`config.mk`:
```
export PLATFORM = sky130hd
export DESIGN_NAME = usp_data_port
export DESIGN_NICKNAME = d
export VERILOG_FILES = /design/src/core/usp_pkg.sv /design/src/core/usp_link_if.sv /design/src/core/usp_tx.sv /design/src/core/usp_rx.sv /design/src/core/usp_data_port.sv
export SDC_FILE = /design/constraint.sdc
export NUM_CORES = 1
export LEC_CHECK = 0
export BUFFER_PORTS_ARGS = -buffer_cell sky130_fd_sc_hd__buf_4
export CAP_MARGIN = 0
export CORE_MARGIN = 1.5
export CORE_UTILIZATION = 50
export CTS_CLUSTER_DIAMETER = 150
export CTS_CLUSTER_SIZE = 28
export DETAILED_ROUTE_END_ITERATION = 12
export GPL_ROUTABILITY_DRIVEN = 1
export GPL_TIMING_DRIVEN = 0
export PLACE_DENSITY = 0.71
export SYNTH_ARGS = -nofsm -noshare
export SYNTH_HDL_FRONTEND = slang
export SYNTH_SLANG_ARGS = --single-unit
export TNS_END_PERCENT = 10
```
`constraint.sdc`:
```
create_clock -name clk -period 3.6 [get_ports clk]
set_clock_uncertainty 0.05 [all_clocks]
set_input_delay 0.54 -clock clk [delete_from_list [all_inputs] [get_ports clk]]
set_output_delay 0.54 -clock clk [all_outputs]
set_load 0.02 [all_outputs]
```
`src/core/usp_pkg.sv`:
```
// constants, register map and decode for the serial data port block
package usp_pkg;
  // register indices; byte address is four times the sum of base and index
  localparam logic [9:0]  BLOCK_BASE    = 10'h200;
  localparam logic [9:0]  NONBLOCK_BASE = 10'h300;
  localparam logic [9:0]  CTRL_IDX      = 10'h046;
  localparam logic [9:0]  DATA_IDX      = 10'h047;
  localparam logic [9:0]  STAT_IDX      = 10'h048;
  localparam logic [9:0]  MASK_IDX      = 10'h049;
  localparam logic [9:0]  CFG_IDX       = 10'h04A;
  localparam logic [9:0]  BAUD_IDX      = 10'h04B;
  // serial_error_irq_control fields
  localparam int          CTRL_R8       = 7;
  localparam int          CTRL_T8       = 6;
  localparam int          CTRL_TX_POLARITY_INVERT    = 4;
  // status and mask layout; bits 3..0 share positions with the enables
  localparam int          ST_RXFULL     = 5;
  localparam int          ST_TXEMPTY    = 4;
  localparam int          ST_OVERRUN    = 3;
  localparam int          ST_NOISE      = 2;
  localparam int          ST_FRAMING    = 1;
  localparam int          ST_PARITY     = 0;
  // configuration fields
  localparam int          CFG_TXEN      = 0;
  localparam int          CFG_RXEN      = 1;
  localparam int          CFG_NINE      = 2;
  localparam int          CFG_PAREN     = 3;
  localparam int          CFG_PARODD    = 4;
  // values after reset
  localparam logic [7:0]  CTRL_RESET    = 8'h00;
  localparam logic [7:0]  DATA_RESET    = 8'h00;
  localparam logic [8:0]  TXBUF_RESET   = 9'h000;
  localparam logic [5:0]  MASK_RESET    = 6'h00;
  localparam logic [4:0]  CFG_RESET     = 5'h03;
  localparam logic [12:0] BAUD_RESET    = 13'h0036;
  // oversampling phases within one bit time
  localparam logic [3:0]  PH_SAMPLE_A   = 4'h7;
  localparam logic [3:0]  PH_SAMPLE_B   = 4'h8;
  localparam logic [3:0]  PH_DECIDE     = 4'h9;
  localparam logic [3:0]  PH_LAST       = 4'hF;

  typedef enum logic [2:0] {
    REG_NONE, REG_CTRL, REG_DATA, REG_STAT, REG_MASK, REG_CFG, REG_BAUD
  } usp_reg_t;

  // map a byte address onto a register, either base window
  function automatic usp_reg_t usp_decode(input logic [11:0] adr);
    logic [9:0] idx;
    usp_reg_t   r;
    idx = adr[11:2];
    r   = REG_NONE;
    if (idx >= BLOCK_BASE && idx < NONBLOCK_BASE) begin
      idx = idx - BLOCK_BASE;
    end else if (idx >= NONBLOCK_BASE) begin
      idx = idx - NONBLOCK_BASE;
    end else begin
      idx = 10'h3FF;
    end
    if (adr[1:0] == 2'h0) begin
      case (idx)
        CTRL_IDX: r = REG_CTRL;
        DATA_IDX: r = REG_DATA;
        STAT_IDX: r = REG_STAT;
        MASK_IDX: r = REG_MASK;
        CFG_IDX:  r = REG_CFG;
        BAUD_IDX: r = REG_BAUD;
        default:  r = REG_NONE;
      endcase
    end
    return r;
  endfunction
endpackage

```
`src/core/usp_link_if.sv`:
```
// signals between the register core and the serial shifters
`timescale 1ns/1ns
interface usp_link_if;
  logic       tick;
  logic       nine_bit;
  logic       par_en;
  logic       par_odd;
  logic       tx_start;
  logic [8:0] tx_data;
  logic       tx_ready;
  logic       tx_line;
  logic       rx_en;
  logic       rx_line;
  logic       rx_done;
  logic [8:0] rx_data;
  logic       rx_noise;
  logic       rx_framing;
  logic       rx_parity;

  modport core (output tick, nine_bit, par_en, par_odd, tx_start, tx_data, rx_en,
                rx_line, input tx_ready, tx_line, rx_done, rx_data, rx_noise,
                rx_framing, rx_parity);
  modport tx_side (input tick, nine_bit, par_en, par_odd, tx_start, tx_data,
                   output tx_ready, tx_line);
  modport rx_side (input tick, nine_bit, par_en, par_odd, rx_en, rx_line,
                   output rx_done, rx_data, rx_noise, rx_framing, rx_parity);
endinterface

```
`src/core/usp_tx.sv`:
```
// transmit shifter: start, 8 or 9 data bits lsb first, stop
`timescale 1ns/1ns
module usp_tx (
  // clock and reset
  input wire logic clk,
  input wire logic reset,
  // link to the core
  usp_link_if.tx_side link
);
  typedef enum logic {TX_IDLE, TX_SHIFT} usp_tx_state_t;
  usp_tx_state_t state, next_state;
  logic [10:0]   shreg, next_shreg;
  logic [3:0]    bitcnt, next_bitcnt;
  logic [3:0]    phase, next_phase;
  logic          line, next_line;
  logic [8:0]    word;

  assign link.tx_ready = (state == TX_IDLE);
  assign link.tx_line  = line;

  // frame build, parity replaces the top data bit when enabled
  always_comb begin
    word = link.nine_bit ? link.tx_data : {1'b1, link.tx_data[7:0]};
    if (link.par_en && link.nine_bit) begin
      word[8] = ^link.tx_data[7:0] ^ link.par_odd;
    end else if (link.par_en) begin
      word[7] = ^link.tx_data[6:0] ^ link.par_odd;
    end
    next_state  = state;
    next_shreg  = shreg;
    next_bitcnt = bitcnt;
    next_phase  = phase;
    unique case (state)
      TX_IDLE: begin
        if (link.tx_start) begin
          next_shreg  = {1'b1, word, 1'b0}; // low start, high stop
          next_bitcnt = 4'h0;
          next_phase  = 4'h0;
          next_state  = TX_SHIFT;
        end
      end
      TX_SHIFT: begin
        if (link.tick) begin // paced by the shared baud tick
          next_phase = phase + 4'h1;
          if (phase == usp_pkg::PH_LAST) begin
            next_shreg  = {1'b1, shreg[10:1]};
            next_bitcnt = bitcnt + 4'h1;
            if (bitcnt == (link.nine_bit ? 4'hA : 4'h9)) begin
              next_state = TX_IDLE;
            end
          end
        end
      end
    endcase
    next_line = (next_state == TX_SHIFT) ? next_shreg[0] : 1'b1;
  end

  // registered shifter state
  always_ff @(posedge clk) begin
    if (reset) begin
      state  <= TX_IDLE;
      shreg  <= 11'h7FF;
      bitcnt <= 4'h0;
      phase  <= 4'h0;
      line   <= 1'b1;
    end else begin
      state  <= next_state;
      shreg  <= next_shreg;
      bitcnt <= next_bitcnt;
      phase  <= next_phase;
      line   <= next_line;
    end
  end
endmodule

```
`src/core/usp_rx.sv`:
```
// receive shifter: 16x oversampling, vote of three samples mid bit
`timescale 1ns/1ns
module usp_rx (
  // clock and reset
  input wire logic clk,
  input wire logic reset,
  // link to the core
  usp_link_if.rx_side link
);
  typedef enum logic {RX_IDLE, RX_BITS} usp_rx_state_t;
  usp_rx_state_t state, next_state;
  logic [8:0]    shreg, next_shreg;
  logic [3:0]    bitcnt, next_bitcnt;
  logic [3:0]    phase, next_phase;
  logic          s_a, next_s_a, s_b, next_s_b;
  logic          noise, next_noise;
  logic          done, next_done;
  logic          ferr, next_ferr;
  logic          vote;
  logic [8:0]    word;

  assign word             = link.nine_bit ? shreg : {1'b0, shreg[8:1]};
  assign link.rx_done     = done;
  assign link.rx_data     = word;
  assign link.rx_noise    = noise;
  assign link.rx_framing  = ferr;
  assign link.rx_parity   = link.par_en && ((^word) != link.par_odd);

  // runs on its own, never looks at the transmit side
  always_comb begin
    vote        = (s_a & s_b) | (s_a & link.rx_line) | (s_b & link.rx_line);
    next_state  = state;
    next_shreg  = shreg;
    next_bitcnt = bitcnt;
    next_phase  = phase;
    next_s_a    = s_a;
    next_s_b    = s_b;
    next_noise  = noise;
    next_ferr   = ferr;
    next_done   = 1'b0;
    unique case (state)
      RX_IDLE: begin
        if (link.rx_en && link.tick && !link.rx_line) begin
          next_state  = RX_BITS;
          next_phase  = 4'h1;
          next_bitcnt = 4'h0;
          next_noise  = 1'b0;
        end
      end
      RX_BITS: begin
        if (link.tick) begin
          next_phase = phase + 4'h1;
          if (phase == usp_pkg::PH_SAMPLE_A) next_s_a = link.rx_line;
          if (phase == usp_pkg::PH_SAMPLE_B) next_s_b = link.rx_line;
          if (phase == usp_pkg::PH_DECIDE) begin
            next_bitcnt = bitcnt + 4'h1;
            next_noise  = noise | (s_a != s_b) | (s_b != link.rx_line);
            if (bitcnt == 4'h0 && vote) begin
              next_state = RX_IDLE; // start bit did not hold low
            end else if (bitcnt == (link.nine_bit ? 4'hA : 4'h9)) begin
              next_ferr  = !vote; // stop must be high
              next_done  = 1'b1;
              next_state = RX_IDLE;
            end else if (bitcnt != 4'h0) begin
              next_shreg = {vote, shreg[8:1]}; // lsb arrives first
            end
          end
        end
      end
    endcase
  end

  // registered receiver state
  always_ff @(posedge clk) begin
    if (reset) begin
      state  <= RX_IDLE;
      shreg  <= 9'h000;
      bitcnt <= 4'h0;
      phase  <= 4'h0;
      s_a    <= 1'b1;
      s_b    <= 1'b1;
      noise  <= 1'b0;
      ferr   <= 1'b0;
      done   <= 1'b0;
    end else begin
      state  <= next_state;
      shreg  <= next_shreg;
      bitcnt <= next_bitcnt;
      phase  <= next_phase;
      s_a    <= next_s_a;
      s_b    <= next_s_b;
      noise  <= next_noise;
      ferr   <= next_ferr;
      done   <= next_done;
    end
  end
endmodule

```
`src/core/usp_data_port.sv`:
```
// serial unit top: wishbone registers, data port, error interrupts
//
// Register access over Wishbone is this design's own decision.
`timescale 1ns/1ns
module usp_data_port (
  // clock and reset
  input  wire logic        clk,
  input  wire logic        reset,
  // wishbone slave
  input  wire logic        wb_cyc_i,
  input  wire logic        wb_stb_i,
  input  wire logic        wb_we_i,
  input  wire logic [11:0] wb_adr_i,
  input  wire logic [3:0]  wb_sel_i,
  input  wire logic [31:0] wb_dat_i,
  output logic      [31:0] wb_dat_o,
  output logic             wb_ack_o,
  // interrupt
  output logic             irq,
  // serial line
  input  wire logic        serial_rx_in,
  output logic             serial_tx_out
);
  ////////////////////////////////////////////////////////////////////////////
  // state
  logic [7:0]  ctrl, next_ctrl;
  logic [7:0]  rx_buf, next_rx_buf;
  logic [8:0]  tx_buf, next_tx_buf;
  logic        tx_full, next_tx_full;
  logic [3:0]  err, next_err;
  logic        rx_full, next_rx_full;
  logic        armed, next_armed;
  logic [5:0]  mask, next_mask;
  logic [4:0]  cfg, next_cfg;
  logic [12:0] baud, next_baud;
  logic [12:0] baud_cnt, next_baud_cnt;
  logic        tick, next_tick;
  logic        next_ack;
  logic [31:0] next_dat;
  logic        next_irq;
  logic        next_tx_out;
  logic        rx_s1, rx_s2, rx_s3;
  logic        rx_level, next_rx_level;
  // bus decode
  logic              req, wr, rd;
  usp_pkg::usp_reg_t sel;
  logic [5:0]        status;

  usp_link_if link ();

  ////////////////////////////////////////////////////////////////////////////
  // shifters
  usp_tx u_tx (
    .clk   (clk),
    .reset (reset),
    .link  (link.tx_side)
  );

  usp_rx u_rx (
    .clk   (clk),
    .reset (reset),
    .link  (link.rx_side)
  );

  // core side of the link
  assign link.tick     = tick;
  assign link.nine_bit = cfg[usp_pkg::CFG_NINE];
  assign link.par_en   = cfg[usp_pkg::CFG_PAREN];
  assign link.par_odd  = cfg[usp_pkg::CFG_PARODD];
  assign link.rx_en    = cfg[usp_pkg::CFG_RXEN];
  assign link.rx_line  = rx_level;
  assign link.tx_data  = tx_buf;
  // buffer moves into the shifter as soon as the shifter is free and transmit is enabled
  assign link.tx_start = tx_full && link.tx_ready && cfg[usp_pkg::CFG_TXEN];

  ////////////////////////////////////////////////////////////////////////////
  // bus request decode
  assign req = wb_cyc_i && wb_stb_i && !wb_ack_o;
  assign wr  = req && wb_we_i;
  assign rd  = req && !wb_we_i;
  assign sel = usp_pkg::usp_decode(wb_adr_i); // both base windows

  // live status word seen by software
  always_comb begin
    status                        = 6'h00;
    status[usp_pkg::ST_RXFULL]    = rx_full;
    status[usp_pkg::ST_TXEMPTY]   = !tx_full;
    status[3:0]                   = err;
  end

  ////////////////////////////////////////////////////////////////////////////
  // baud generator: one 16x tick feeds both shifters
  always_comb begin
    next_baud_cnt = baud_cnt + 13'h0001;
    next_tick     = 1'b0;
    if (baud == 13'h0000) begin
      next_baud_cnt = 13'h0000; // zero divisor parks the generator
    end else if (baud_cnt >= baud - 13'h0001) begin
      next_baud_cnt = 13'h0000;
      next_tick     = 1'b1; // single source for tx and rx
    end
  end

  ////////////////////////////////////////////////////////////////////////////
  // receive pin: three flops, change accepted when the last two agree
  always_comb begin
    next_rx_level = rx_level;
    if (rx_s2 == rx_s3) begin
      next_rx_level = rx_s3; // no shared clock, line sampled
    end
  end

  ////////////////////////////////////////////////////////////////////////////
  // register file, receive capture and flag sequences
  always_comb begin
    next_ctrl    = ctrl;
    next_rx_buf  = rx_buf;
    next_tx_buf  = tx_buf;
    next_tx_full = tx_full;
    next_err     = err;
    next_rx_full = rx_full;
    next_armed   = armed;
    next_mask    = mask;
    next_cfg     = cfg;
    next_baud    = baud;

    // clears first, so a same-cycle hardware set below wins
    if (link.tx_start) begin
      next_tx_full = 1'b0;
    end
    if (rd && sel == usp_pkg::REG_STAT && (rx_full || err != 4'h0)) begin
      next_armed = 1'b1; // first step of the clearing sequence
    end
    if (rd && sel == usp_pkg::REG_DATA && armed) begin
      next_rx_full = 1'b0; // second step completes it
      next_err     = 4'h0;
      next_armed   = 1'b0;
    end

    // software writes, lane 0 carries bits 7..0, lane 1 bits 15..8
    if (wr && wb_sel_i[0]) begin
      unique case (sel)
        usp_pkg::REG_CTRL: begin
          next_ctrl[6:0] = wb_dat_i[6:0]; // r8 is receive side only
        end
        usp_pkg::REG_DATA: begin
          // write lands in the transmit buffer only
          next_tx_buf  = {ctrl[usp_pkg::CTRL_T8], wb_dat_i[7:0]};
          next_tx_full = 1'b1; // empty flag drops with the write
        end
        usp_pkg::REG_STAT: begin
          next_err = next_err & ~wb_dat_i[3:0];
          if (wb_dat_i[usp_pkg::ST_RXFULL]) next_rx_full = 1'b0;
        end
        usp_pkg::REG_MASK: begin
          next_mask[5:4] = wb_dat_i[5:4];
        end
        usp_pkg::REG_CFG: begin
          next_cfg = wb_dat_i[4:0];
        end
        usp_pkg::REG_BAUD: begin
          next_baud[7:0] = wb_dat_i[7:0];
        end
        usp_pkg::REG_NONE: begin
        end
      endcase
    end
    if (wr && wb_sel_i[1] && sel == usp_pkg::REG_BAUD) begin
      next_baud[12:8] = wb_dat_i[12:8];
    end

    // a finished character, applied last so its sets win
    if (link.rx_done) begin
      if (rx_full) begin
        next_err[usp_pkg::ST_OVERRUN] = 1'b1; // new char dropped
      end else begin
        next_rx_buf                 = link.rx_data[7:0];
        next_ctrl[usp_pkg::CTRL_R8] = link.rx_data[8];
        next_rx_full                = 1'b1;
        next_armed                  = 1'b0;
        if (link.rx_noise) next_err[usp_pkg::ST_NOISE] = 1'b1;
        if (link.rx_framing) next_err[usp_pkg::ST_FRAMING] = 1'b1;
        if (link.rx_parity) next_err[usp_pkg::ST_PARITY] = 1'b1;
      end
    end
  end

  ////////////////////////////////////////////////////////////////////////////
  // bus answer: ack one cycle after the request, unmapped reads return zero
  always_comb begin
    next_ack = req;
    next_dat = 32'h0000_0000;
    if (rd) begin
      unique case (sel)
        usp_pkg::REG_CTRL: next_dat[7:0] = ctrl;
        usp_pkg::REG_DATA: next_dat[7:0] = rx_buf; // receive side
        usp_pkg::REG_STAT: next_dat[5:0] = status;
        usp_pkg::REG_MASK: next_dat[5:0] = {mask[5:4], ctrl[3:0]};
        usp_pkg::REG_CFG:  next_dat[4:0] = cfg;
        usp_pkg::REG_BAUD: next_dat[12:0] = baud;
        usp_pkg::REG_NONE: next_dat = 32'h0000_0000;
      endcase
    end
  end

  ////////////////////////////////////////////////////////////////////////////
  // interrupt and line output
  always_comb begin
    // per-flag enables of the error bits
    // one level request from all enabled sources
    next_irq = |(err & ctrl[3:0]) |
               |({rx_full, !tx_full} & mask[5:4]);
    // inverts data, start, stop and idle alike
    next_tx_out = link.tx_line ^ ctrl[usp_pkg::CTRL_TX_POLARITY_INVERT];
  end

  ////////////////////////////////////////////////////////////////////////////
  // registers
  always_ff @(posedge clk) begin
    if (reset) begin
      ctrl          <= usp_pkg::CTRL_RESET; // enables off
      rx_buf        <= usp_pkg::DATA_RESET;
      tx_buf        <= usp_pkg::TXBUF_RESET;
      tx_full       <= 1'b0;
      err           <= 4'h0;
      rx_full       <= 1'b0;
      armed         <= 1'b0;
      mask          <= usp_pkg::MASK_RESET;
      cfg           <= usp_pkg::CFG_RESET;
      baud          <= usp_pkg::BAUD_RESET;
      baud_cnt      <= 13'h0000;
      tick          <= 1'b0;
      wb_ack_o      <= 1'b0;
      wb_dat_o      <= 32'h0000_0000;
      irq           <= 1'b0;
      serial_tx_out <= 1'b1; // idle high, no inversion
      rx_s1         <= 1'b1;
      rx_s2         <= 1'b1;
      rx_s3         <= 1'b1;
      rx_level      <= 1'b1;
    end else begin
      ctrl          <= next_ctrl;
      rx_buf        <= next_rx_buf;
      tx_buf        <= next_tx_buf;
      tx_full       <= next_tx_full;
      err           <= next_err;
      rx_full       <= next_rx_full;
      armed         <= next_armed;
      mask          <= next_mask;
      cfg           <= next_cfg;
      baud          <= next_baud;
      baud_cnt      <= next_baud_cnt;
      tick          <= next_tick;
      wb_ack_o      <= next_ack;
      wb_dat_o      <= next_dat;
      irq           <= next_irq;
      serial_tx_out <= next_tx_out;
      rx_s1         <= serial_rx_in;
      rx_s2         <= rx_s1;
      rx_s3         <= rx_s2;
      rx_level      <= next_rx_level;
    end
  end
endmodule

```
==> results.md <==
- Status: complete, no violations
- Start-to-end type of the worst setup path: reg2reg
- Number of logic stages on the critical path including buffering: 10
- Clock latency reported for the late side of the worst-skew pair: 0.43 ns
- TNS Setup: 0 ns
- Setup violation total in the final timing report: 0
- IR drop worst, VDD: 322 µV
- Pwr dens: 434 nW/µm²
- Worst Reg2Reg Path Length in Cells: 10
- Antenna-violating nets left: 0
- Clock sink total: 130
- Die boundary width: 117 µm
- Part of the Yosys area used for sequential elements: 0.402
- Number of levels in the clock H-tree: 4
- Total detailed-routing wirelength: 16600 µm
- Largest stage delay on the critical path: 0.63 ns
- Clock Tree Root: sky130_fd_sc_hd__clkbuf_16
- Commonest register cell after synthesis: sky130_fd_sc_hd__dfxtp_1
- EDFF count, synth: 0
- Estimated wirelength of the detail-placed design: 12300 µm
- Busiest layer in global routing: met2
- Buffer depth of the longest clock path: 2
- Buffers on Ports: 46
- Drc violations: 0
- Number of placed I/O pins: 89
- Pleak: 3.02 nW
- WHS Path Cells: 2
- Iter 0 DRT Violations: 341
- Maximum number of pins on one net before global-route repair: 17
- Fraction of met1 tracks used by global routing: 0.316
- Initial Util: 0.512
- Met2 Use GR: 0.428
- Cell with the largest stage delay on the worst path: sky130_fd_sc_hd__or4_1
- Diodes inserted: 0
- Via/cell ratio: 5.61
- Number of hold-slack violations in the final timing report: 0
- Core area: 12600 µm²
- Final Slew Violations: 0
- Number of antenna violations at the first check in global routing: 0
- CTS tree: yes
- Worst Path Max Fanout: 14
- Total CTS buffers: 17
- Type of the worst min-delay path: in2reg
- Cell type with the highest aggregate area in the netlist: sky130_fd_sc_hd__dfxtp_1
- Global-route met3 utilization: 0.0560
- Layout-stage area growth over the synthesis result: 19.0%
- Number of buffers inserted by hold repair at cts: 0
- Overall power after layout: 0.00334 W
- Share of the cycle needed by the critical path after routing: 0.889
- Total vias in the final route: 5624
- Maximum achievable frequency: 0.312 GHz
- Post-CTS Repair Setup Buffers: 0
- Net count of the finished layout: 896
- Area share of the largest cell type after synthesis: 0.402
- Mean routed wirelength per cell: 16.5 µm
- Seq cells post-synth: 130
- Post-synthesis instance total: 736
- Final-layout fill cell count: 1092
- Worst slack on hold paths: 0.245 ns
- Measured slew at the worst slew-check pin: 0.730 ns
- Vias in the first global route: 5362
- Kind of cell adding the most delay to the critical path: simple AND/OR/NAND/NOR gates
- Global-route wire length before repair: 26600 µm
- Dominant cells by area after synthesis: sky130_fd_sc_hd__dfxtp_1 (40%), sky130_fd_sc_hd__nand2_1 (5.7%), sky130_fd_sc_hd__mux2i_1 (5.4%), sky130_fd_sc_hd__ha_1 (4.6%), sky130_fd_sc_hd__nor2_1 (3.9%)
- Shortest clock period the worst path allows after layout: 3.20 ns
- Crit path capture type: register
- Ys async rst share: 0
- Die Y: 117 µm
- Sum of overflow across all layers after global routing: 0
- Max-slew headroom: 0.513
- GRT Util Overall: 0.256
- Kind of start point of the critical path: register
- Pre-Repair DR Iteration Count: 5
- Core Rows: 41
- Yosys cell types: 69
- Max Cap Violations: 0
- WP data required: 3.92 ns
- Fraction of layout instances using a drive strength above 1: 0.154
- Clock Pin Slew Worst Setup and Hold Paths: 0.06 ns
- Global placement routability congestion: 0.908
- Data arrival time of the critical path: 3.52 ns
- Crit-path cells: clkbuf_1 -> or4_1 -> nor4_4 -> buf_2 -> nor2_1 -> ha_1 -> nand4_1 -> o21ai_0 -> a21o_1 -> and2_1
- Count of warnings emitted by yosys: 0
- Die Outline Area: 13600 µm²
- Number of buffers and inverters on the critical path: 2
- Unrepaired setup endpoints after global routing: false
- Post-Synthesis Cell Area: 6470 µm²
- Average footprint of a synthesized cell: 8.79 µm²
[worst paths after layout]
| path | start | end | slack [ns] |
|---|---|---|---|
| setup / recovery | baud[7] | link.tick | 0.40 |
| hold / removal | serial_rx_in | rx_s1 | 0.24 |
| setup reg to reg | baud[7] | link.tick | 0.40 |
| hold reg to reg | rx_s1 | rx_s2 | 0.36 |
[synth_stat cells, types with 6 or more instances]
library cell,n
sky130_fd_sc_hd__inv_1,15
sky130_fd_sc_hd__xnor2_1,27
sky130_fd_sc_hd__a21o_1,7
sky130_fd_sc_hd__nor2_1,67
sky130_fd_sc_hd__nand3_1,17
sky130_fd_sc_hd__o21ai_0,27
sky130_fd_sc_hd__ha_1,24
sky130_fd_sc_hd__clkbuf_1,14
sky130_fd_sc_hd__mux2i_1,35
sky130_fd_sc_hd__buf_4,20
sky130_fd_sc_hd__and3_1,11
sky130_fd_sc_hd__nor3_1,10
sky130_fd_sc_hd__a211o_1,7
sky130_fd_sc_hd__nor4_1,20
sky130_fd_sc_hd__xor2_1,20
sky130_fd_sc_hd__a21oi_1,48
sky130_fd_sc_hd__and2_1,11
sky130_fd_sc_hd__a221oi_1,9
sky130_fd_sc_hd__dfxtp_1,130
sky130_fd_sc_hd__nand2_1,98
sky130_fd_sc_hd__a22oi_1,6
sky130_fd_sc_hd__nand2b_1,11
sky130_fd_sc_hd__nor2b_1,6
sky130_fd_sc_hd__nand4_1,10
[final cells by class]
class	instances	area, µm²	area share
Clock buffer	20	467	0.0606
Inverter	15	56.3	0.00732
Sequential cell	130	2600	0.338
Timing Repair Buffer	46	345	0.0449
Tap cell	172	215	0.0280
Multi-Input combinational cell	564	3620	0.470
Buffer	44	260	0.0338
Clock inverter	11	129	0.0167
[per-layer routing]
| layer | routed length [µm] | vias to the layer above |
|---|---|---|
| li1 | - | 2750 |
| met1 | 7360 | 2662 |
| met2 | 7880 | 177 |
| met3 | 859 | 35 |
| met4 | 456 | 0 |
| met5 | 0 | - |
[layout by cell type (no fill, tap or decap), types with 17 or more instances in the layout]
| master | Yosys | layout |
|---|---|---|
| sky130_fd_sc_hd__xnor2_1 | 27 | 27 |
| sky130_fd_sc_hd__conb_1 | 1 | 19 |
| sky130_fd_sc_hd__nor4_1 | 20 | 20 |
| sky130_fd_sc_hd__buf_4 | 20 | 66 |
| sky130_fd_sc_hd__a21oi_1 | 48 | 48 |
| sky130_fd_sc_hd__nor2_1 | 67 | 67 |
| sky130_fd_sc_hd__xor2_1 | 20 | 20 |
| sky130_fd_sc_hd__clkbuf_16 | 0 | 17 |
| sky130_fd_sc_hd__nand3_1 | 17 | 17 |
| sky130_fd_sc_hd__nand2_1 | 98 | 98 |
| sky130_fd_sc_hd__dfxtp_1 | 130 | 130 |
| sky130_fd_sc_hd__ha_1 | 24 | 24 |
| sky130_fd_sc_hd__mux2i_1 | 35 | 35 |
| sky130_fd_sc_hd__o21ai_0 | 27 | 27 |
[worst reg2reg max path, cell delays in order, from the launching register on]
cell                       delay (ns)
sky130_fd_sc_hd__dfxtp_1         0.29
sky130_fd_sc_hd__clkbuf_1        0.20
sky130_fd_sc_hd__or4_1           0.63
sky130_fd_sc_hd__nor4_4          0.35
sky130_fd_sc_hd__buf_2           0.31
sky130_fd_sc_hd__nor2_1          0.06
sky130_fd_sc_hd__ha_1            0.29
sky130_fd_sc_hd__nand4_1         0.12
sky130_fd_sc_hd__o21ai_0         0.21
sky130_fd_sc_hd__a21o_1          0.40
sky130_fd_sc_hd__and2_1          0.23
[logic make-up (layout without fill, tap and decap cells)]
| logic type | Yosys count | count (layout) | synth area share |
|---|---|---|---|
| mux | 36 | 36 | 0.0559 |
| fa+ha+maj | 24 | 24 | 0.0464 |
| flops | 130 | 130 | 0.402 |
| simple gates | 299 | 299 | 0.240 |
| compound gates | 139 | 139 | 0.142 |
| xor+xnor | 47 | 47 | 0.0636 |
| buf+inv | 60 | 136 | 0.0495 |
| other cells | 1 | 19 | 0.000580 |
[state kept, by name (all words and copies together), names as in the netlist, 2 cells and up]
name and flops:
u_tx.bitcnt 4, u_rx.phase 4, wb_dat_o 13, u_tx.phase 4, link.tx_data 9, cfg 5
u_rx.bitcnt 4, err 4, u_rx.shreg 9, mask 2, rx_buf 8, baud_cnt 13
ctrl 8, u_tx.shreg 11, baud 13
[what timing repair did]
action / in CTS / in global routing
resized for setup: 0 / 1
setup endpoints to repair: 0 / 10
endpoints found under the hold margin: 0 / 0
[through the flow]
stage,instance area [µm²],setup slack [ns],instances,utilization
6_report,7700,0.399,1002,0.610
5_1_grt,7700,0.122,1002,0.610
4_1_cts,7690,0.0877,1003,0.609
3_5_place_dp,7100,0.150,972,0.562
3_3_place_gp,7100,0.291,972,0.562
2_1_floorplan,6540,0.784,754,-
[report_power, final]
group	internal (W)	leakage (nW)	switching [W]
clock	0.00107	0.277	0.000659
sequential	0.00144	1.05	0.00000481
combinational	0.0000626	1.69	0.0000992
Note: power is estimated with default switching activity, not from simulation.
